[config.mk]
export PLATFORM = sky130hd
export DESIGN_NAME = bmc_ctrl
export DESIGN_NICKNAME = d
export VERILOG_FILES = /design/src/rtl/bmc_pkg.sv /design/src/rtl/bmc_ctrl.sv
export VERILOG_INCLUDE_DIRS = /design/src /design/src/rtl
export SDC_FILE = /design/constraint.sdc
export NUM_CORES = 1
export LEC_CHECK = 0
export BUFFER_PORTS_ARGS = -buffer_cell sky130_fd_sc_hd__buf_2
export CORE_AREA = 2 2 39 41
export CTS_BUF_LIST = sky130_fd_sc_hd__clkbuf_8
export CTS_CLUSTER_DIAMETER = 120
export DETAILED_ROUTE_END_ITERATION = 16
export DIE_AREA = 0 0 41 43
export PLACE_DENSITY = 0.58
export SETUP_SLACK_MARGIN = 0.05
export SYNTH_ARGS = -nofsm -noshare
export SYNTH_HDL_FRONTEND = slang
export SYNTH_SLANG_ARGS = --single-unit
[constraint.sdc]
create_clock -name MCLK -period 1.2 [get_ports MCLK]
set_input_delay 0 -clock MCLK [delete_from_list [all_inputs] [get_ports MCLK]]
set_output_delay 0 -clock MCLK [all_outputs]
set_load 0.03 [all_outputs]
[src/rtl/bmc_defs.svh]
// constants for the basic mode control bits block
`ifndef BMC_DEFS_SVH
`define BMC_DEFS_SVH
`define BMC_RESTART_BIT 4'h9
`define BMC_DUPLEX_BIT 4'h8
`define BMC_COLTEST_BIT 4'h7
`define BMC_ANEN_BIT 4'hC
`define BMC_RESTART_RST 1'h0
`define BMC_DUPLEX_RST 1'h1
`define BMC_COLTEST_RST 1'h0
`define BMC_RSVD_RST 7'h00
`endif

[src/rtl/bmc_pkg.sv]
// types for the basic mode control bits block
package bmc_pkg;
  // written field values, sent alongside the separate WR_EN write strobe
  typedef struct packed {
    logic restart;
    logic duplex;
    logic coltest;
  } bmc_wr_t;
  // whole state of the block
  typedef struct packed {
    logic restart;
    logic duplex;
    logic coltest;
    logic col;
  } bmc_state_t;
endpackage : bmc_pkg

[src/rtl/bmc_ctrl.sv]
// basic mode control bits: restart, duplex, collision test, reserved
// Overview of operation
// restart bit is read/write, resets to zero, self clears, write one restarts
// management keeps restart cleared while auto-negotiation is disabled
// restart reads one until negotiation actually starts, then clears itself
// clearing restart does not disturb negotiation already under way
// duplex bit read/write, resets to one; one full, zero half duplex
// written duplex governs operation only while auto-negotiation disabled
// with auto-negotiation enabled duplex reads the negotiated duplex
// collision test bit read/write, resets to zero; one enables test
// test in half duplex with transmit active raises collision
// seven low bits reserved, reset zero, written zero, read ignored
// test collision ends when transmit ends or test bit clears
`timescale 1ns/1ps
`default_nettype none
`include "bmc_defs.svh"
module bmc_ctrl
  import bmc_pkg::*;
(
  input wire logic MCLK,
  input wire logic RST_N,
  input wire logic WR_EN,
  input wire bmc_wr_t WR_DATA,
  input wire logic AN_ENABLE,
  input wire logic AN_STARTED,
  input wire logic AN_DUPLEX,
  input wire logic TX_ACTIVE,
  output logic [15:0] RD_DATA,
  output logic AN_RESTART,
  output logic FULL_DUPLEX,
  output logic COL_TEST
);
  // ****************************************
  // state
  // ****************************************
  bmc_state_t st_ff;
  bmc_state_t nxt_st;
  logic duplex_eff;

  // effective duplex
  // written duplex only
  // negotiated when enabled
  assign duplex_eff = AN_ENABLE ? AN_DUPLEX : st_ff.duplex;

  // next state; writes and hardware events
  always_comb begin
    nxt_st = st_ff;
    if (WR_EN) begin
      // write one restarts
      nxt_st.restart = WR_DATA.restart;
      // duplex select
      nxt_st.duplex = WR_DATA.duplex;
      // collision test select
      nxt_st.coltest = WR_DATA.coltest;
    end
    // self clear on start; start wins over a same-cycle write
    if (AN_STARTED) begin
      nxt_st.restart = 1'h0;
    end
    // collision in half duplex while transmitting
    // ends with transmit or test bit
    nxt_st.col = nxt_st.coltest & ~duplex_eff & TX_ACTIVE;
  end

  // registered state
  always_ff @(posedge MCLK or negedge RST_N) begin
    if (!RST_N) begin
      st_ff.restart <= `BMC_RESTART_RST;
      st_ff.duplex <= `BMC_DUPLEX_RST;
      st_ff.coltest <= `BMC_COLTEST_RST;
      st_ff.col <= 1'h0;
    end else begin
      st_ff <= nxt_st;
    end
  end

  // ****************************************
  // read back and outputs
  // ****************************************
  // reserved bits read zero; clearing restart only drops the request
  always_comb begin
    RD_DATA = 16'h0000;
    RD_DATA[`BMC_RESTART_BIT] = st_ff.restart;
    RD_DATA[`BMC_DUPLEX_BIT] = duplex_eff;
    RD_DATA[`BMC_COLTEST_BIT] = st_ff.coltest;
    RD_DATA[`BMC_ANEN_BIT] = AN_ENABLE;
    RD_DATA[6:0] = `BMC_RSVD_RST;
  end
  // request gated by enable; restart meaningless when disabled
  assign AN_RESTART = st_ff.restart & AN_ENABLE;
  assign FULL_DUPLEX = duplex_eff;
  assign COL_TEST = st_ff.col;

  // ****************************************
  // checks
  // ****************************************
  // all checks run on the block clock and sleep through reset; the
  // negotiation and transmit inputs come from logic on the same clock,
  // so they need no extra sampling margin here
  // several checks skip write cycles on purpose: a write may legally
  // move the very bit under test in the same cycle
  // the collision checks allow one cycle of lag, since the collision
  // state is registered to keep the output free of glitches

  // restart holds on
  property p_restart_hold;
    @(posedge MCLK) disable iff (!RST_N)
      st_ff.restart && !AN_STARTED && !WR_EN |=> st_ff.restart;
  endproperty
  a_restart_hold: assert property (p_restart_hold) else $error("restart dropped early");

  // self clear on start
  property p_restart_clear;
    @(posedge MCLK) disable iff (!RST_N) AN_STARTED |=> !st_ff.restart;
  endproperty
  a_restart_clear: assert property (p_restart_clear) else $error("restart not cleared");

  // write one sets
  property p_restart_set;
    @(posedge MCLK) disable iff (!RST_N)
      WR_EN && WR_DATA.restart && !AN_STARTED |=> st_ff.restart;
  endproperty
  a_restart_set: assert property (p_restart_set) else $error("restart write lost");

  // request needs enable
  property p_req_gate;
    @(posedge MCLK) disable iff (!RST_N) !AN_ENABLE |-> !AN_RESTART;
  endproperty
  a_req_gate: assert property (p_req_gate) else $error("restart request while disabled");

  // clearing drops request
  property p_restart_drop;
    @(posedge MCLK) disable iff (!RST_N) WR_EN && !WR_DATA.restart |=> !AN_RESTART;
  endproperty
  a_restart_drop: assert property (p_restart_drop) else $error("restart request kept after clear");

  // manual duplex governs
  property p_dup_man;
    @(posedge MCLK) disable iff (!RST_N) !AN_ENABLE |-> FULL_DUPLEX == st_ff.duplex;
  endproperty
  a_dup_man: assert property (p_dup_man) else $error("manual duplex ignored");

  // negotiated duplex shown
  property p_dup_an;
    @(posedge MCLK) disable iff (!RST_N) AN_ENABLE |-> RD_DATA[8] == AN_DUPLEX;
  endproperty
  a_dup_an: assert property (p_dup_an) else $error("negotiated duplex not shown");

  // duplex write lands
  property p_dup_wr;
    @(posedge MCLK) disable iff (!RST_N) WR_EN |=> st_ff.duplex == $past(WR_DATA.duplex);
  endproperty
  a_dup_wr: assert property (p_dup_wr) else $error("duplex write lost");

  // test bit write lands
  property p_ct_wr;
    @(posedge MCLK) disable iff (!RST_N) WR_EN |=> RD_DATA[7] == $past(WR_DATA.coltest);
  endproperty
  a_ct_wr: assert property (p_ct_wr) else $error("coltest write lost");

  // collision in half duplex
  property p_col_on;
    @(posedge MCLK) disable iff (!RST_N)
      st_ff.coltest && !WR_EN && !duplex_eff && TX_ACTIVE |=> COL_TEST;
  endproperty
  a_col_on: assert property (p_col_on) else $error("no test collision");

  // never in full duplex
  property p_col_full;
    @(posedge MCLK) disable iff (!RST_N) FULL_DUPLEX |=> !COL_TEST;
  endproperty
  a_col_full: assert property (p_col_full) else $error("test collision in full duplex");

  // ends with transmit
  property p_col_off;
    @(posedge MCLK) disable iff (!RST_N) !TX_ACTIVE |=> !COL_TEST;
  endproperty
  a_col_off: assert property (p_col_off) else $error("collision outlived transmit");

  // ends with test bit
  property p_ct_clear;
    @(posedge MCLK) disable iff (!RST_N) WR_EN && !WR_DATA.coltest |=> !COL_TEST;
  endproperty
  a_ct_clear: assert property (p_ct_clear) else $error("collision outlived test bit");

  // reserved reads zero
  property p_rsvd;
    @(posedge MCLK) disable iff (!RST_N) RD_DATA[6:0] == 7'h00;
  endproperty
  a_rsvd: assert property (p_rsvd) else $error("reserved bits nonzero");

  // ****************************************
  // coverage of the main scenarios
  // ****************************************
  // restart requested and later picked up by the engine
  c_restart: cover property (@(posedge MCLK) WR_EN && WR_DATA.restart ##[1:20] AN_STARTED);
  // test collision raised and then dropped
  c_col: cover property (@(posedge MCLK) COL_TEST ##1 !COL_TEST);
  // manual half duplex in force
  c_dup: cover property (@(posedge MCLK) !AN_ENABLE && !FULL_DUPLEX);
  // test collision under negotiated half duplex
  c_an_half: cover property (@(posedge MCLK) AN_ENABLE && !AN_DUPLEX && COL_TEST);
  // engine start meets a restart write in one cycle
  c_race: cover property (@(posedge MCLK) WR_EN && WR_DATA.restart && AN_STARTED);
endmodule : bmc_ctrl
`default_nettype wire

==> impl_metrics.env <==
export IMPL_hold_path_startpoint="TX_ACTIVE"
export IMPL_wl_um=481
export IMPL_synth_top_family_by_area="buffers and inverters"
export IMPL_whs_endpoint="COL_TEST"
export IMPL_path_clk_slew_ns=0.03
export IMPL_slew_violations=0
export IMPL_r2r_end="COL_TEST"
export IMPL_cts_max_level=1
export IMPL_synth_mux_area_share_pct=16.9
export IMPL_via_per_inst=3.21
export IMPL_drive_above_1_share_pct=52.2
export IMPL_tns_ns=0
export IMPL_seqCellArea_um2=101
export IMPL_timing_rr_start="RD_DATA[7]"
export IMPL_multi_input_area_um2=119
export IMPL_antenna_found_initial=0
export IMPL_overflow=0
export IMPL_synth_compound_area_share_pct=0
export IMPL_grt_max_degree=5
export IMPL_drtIter0Drc=0
export IMPL_rsz0062_at_grt="false"
export IMPL_dr_pass1_iters=1
export IMPL_clk_latency_ns=0.22
export IMPL_ys_warn_count=0
export IMPL_post_synth_cell_area_avg_um2=10.4
export IMPL_crit_arrival_ns=1.08
export IMPL_ys_ff_latch=4
export IMPL_die_area_um2=1760
export IMPL_final_common_cell="buf_2"
export IMPL_cts_hold_buffers=2
export IMPL_layout_common_cells="16 x buf_2, 12 x conb_1, 3 x dfrtp_1, 3 x clkbuf_8"
export IMPL_required_ns=1.20
export IMPL_cts_resized_gates=0
export IMPL_critPathSlowestCell="dfstp_2"
export IMPL_cts_tree="yes"
export IMPL_fp_dieH_um=43
export IMPL_pre_cts_ws_ns=0.308
export IMPL_fmax_mhz=928
export IMPL_path_cells="mux2_4 -> buf_2"
export IMPL_ir_drop_v=0.000371
export IMPL_synth_distinct_cells=11
export IMPL_wl_per_cell_um=7.76
export IMPL_numCtsBuffers=3
export IMPL_holdPathStages=3
export IMPL_ios=29
export IMPL_finClkSkew_ns=0.00416
export IMPL_synth_simple_area_share_pct=7.44
export IMPL_reg2reg_slack_ns=0.30
export IMPL_p_per_area_nw_per_um2=1530
export IMPL_syn2layout_area_growth_pct=28.5
export IMPL_port_buffers=16
export IMPL_root_buffer="clkbuf_8"
export IMPL_place_congestion=0.562
export IMPL_layout_nets=57
export IMPL_path_max_fanout=3
export IMPL_ys_seq_area_share_pct=33.5
export IMPL_postCtsSetupBuffers=0
export IMPL_cts_sinks=4
export IMPL_drc=0
export IMPL_rows=14
export IMPL_fin_crit_sh_pct=89.8
export IMPL_dpl_hpwl_um=415
export IMPL_worst_setup_path_end_kind="output port"
export IMPL_min_period_ns=1.08
export IMPL_syn_cell_area_um2=303
export IMPL_synth_cells=29
export IMPL_fill_cells=168
export IMPL_min_path_type="input pin to flip-flop"
export IMPL_insertedDiodeCount=0
export IMPL_die_x_um=41
export IMPL_max_cap_violations=0
export IMPL_core_area_um2=1380
export IMPL_yosys_area_share_adder_pct=0
export IMPL_crit_type="flip-flop to output port"
export IMPL_hold_viol=0
export IMPL_grt_pass1_wl_um=669
export IMPL_start_kind="flip-flop"
export IMPL_r2r_cells=2
export IMPL_grtUsageTotal_pct=6.65
export IMPL_total_leakage_power_nw=0.229
export IMPL_setup_slack_ns=0.122
export IMPL_start_util_pct=21.9
export IMPL_ant_nets=0
export IMPL_run_status="finished clean"
export IMPL_vias=199
export IMPL_grt_pass1_vias=200
export IMPL_slowest_delay_ns=0.52
export IMPL_cts_buffer_depth=2
export IMPL_synthXorXnorAreaFrac_pct=0
export IMPL_setup_viol=0
[metrics by stage]
step                std cells  total power [mW]  area, um2  utilization [%]  hold WS (ns)
floorplan                  40             0.310        344                -        -0.296
global placement           56             0.303        324             23.4        -0.192
detailed placement         56             0.304        324             23.4        -0.193
CTS                        62             0.609        389             28.1      0.000370
global route               62             0.630        389             28.1        0.0150
finish                     62             0.595        389             28.1       0.00480
[state kept, by name, summed over array words and instances (netlist names)]
signal and cells:
st_ff 1, COL_TEST 1, RD_DATA 2
[critical path: cells and delay by family (launching register included)]
kind | cells | cell delay, ns
flops | 1 | 0.52
mux | 1 | 0.16
buf+inv | 1 | 0.19
[worst max path at each step]
stage          slack, ns        from           to  cells past startpoint
6_report            0.12    st_ff[2]  FULL_DUPLEX                      2
5_1_grt             0.08    st_ff[2]  FULL_DUPLEX                      2
4_1_cts             0.11    st_ff[2]  FULL_DUPLEX                      2
3_5_place_dp        0.31  RD_DATA[7]     COL_TEST                      2
3_3_place_gp        0.32  RD_DATA[7]     COL_TEST                      2
2_1_floorplan       0.30    st_ff[2]     COL_TEST                      2
[logic make-up (layout without fill, tap and decap cells)]
group / count (synthesis) / count (layout)
other: 1 / 12
buffers and inverters: 17 / 23
AND/OR/NAND/NOR: 3 / 3
flip-flops: 4 / 4
multiplexers: 4 / 4
[layer usage]
metal	global-route usage, %	wire length, um	up-vias	part of all wire [%]
li1	-	-	96	-
met1	3.58	135	88	28
met2	10.3	259	15	54
met3	5.24	87	0	18
met4	8.00	0	0	0
met5	0	0	-	0
[synthesized netlist by cell type]
cell type | instances | area [um2]
and2_1 | 1 | 6.26
buf_4 | 16 | 120
conb_1 | 1 | 3.75
dfrtp_1 | 3 | 75.1
dfstp_2 | 1 | 26.3
inv_1 | 1 | 3.75
mux2_2 | 1 | 11.3
mux2_4 | 2 | 30.0
mux2i_1 | 1 | 10.0
nor2_1 | 1 | 3.75
nor3b_2 | 1 | 12.5
[layout make-up]
class / instances / area share (%)
clock buffer: 3 / 10.6
inverter: 1 / 0.965
tap: 16 / 5.14
clock inverter: 1 / 0.965
multi-input combinational: 19 / 30.5
sequential: 4 / 26.0
timing repair buffer: 18 / 25.7
[report_power, final]
part | internal [mW] | total (mW) | switching [mW]
combinational | 0.0444 | 0.152 | 0.107
sequential | 0.149 | 0.154 | 0.00521
clock | 0.218 | 0.289 | 0.0707
total | 0.412 | 0.595 | 0.183
No activity file was read; power rests on OpenSTA's default activity.
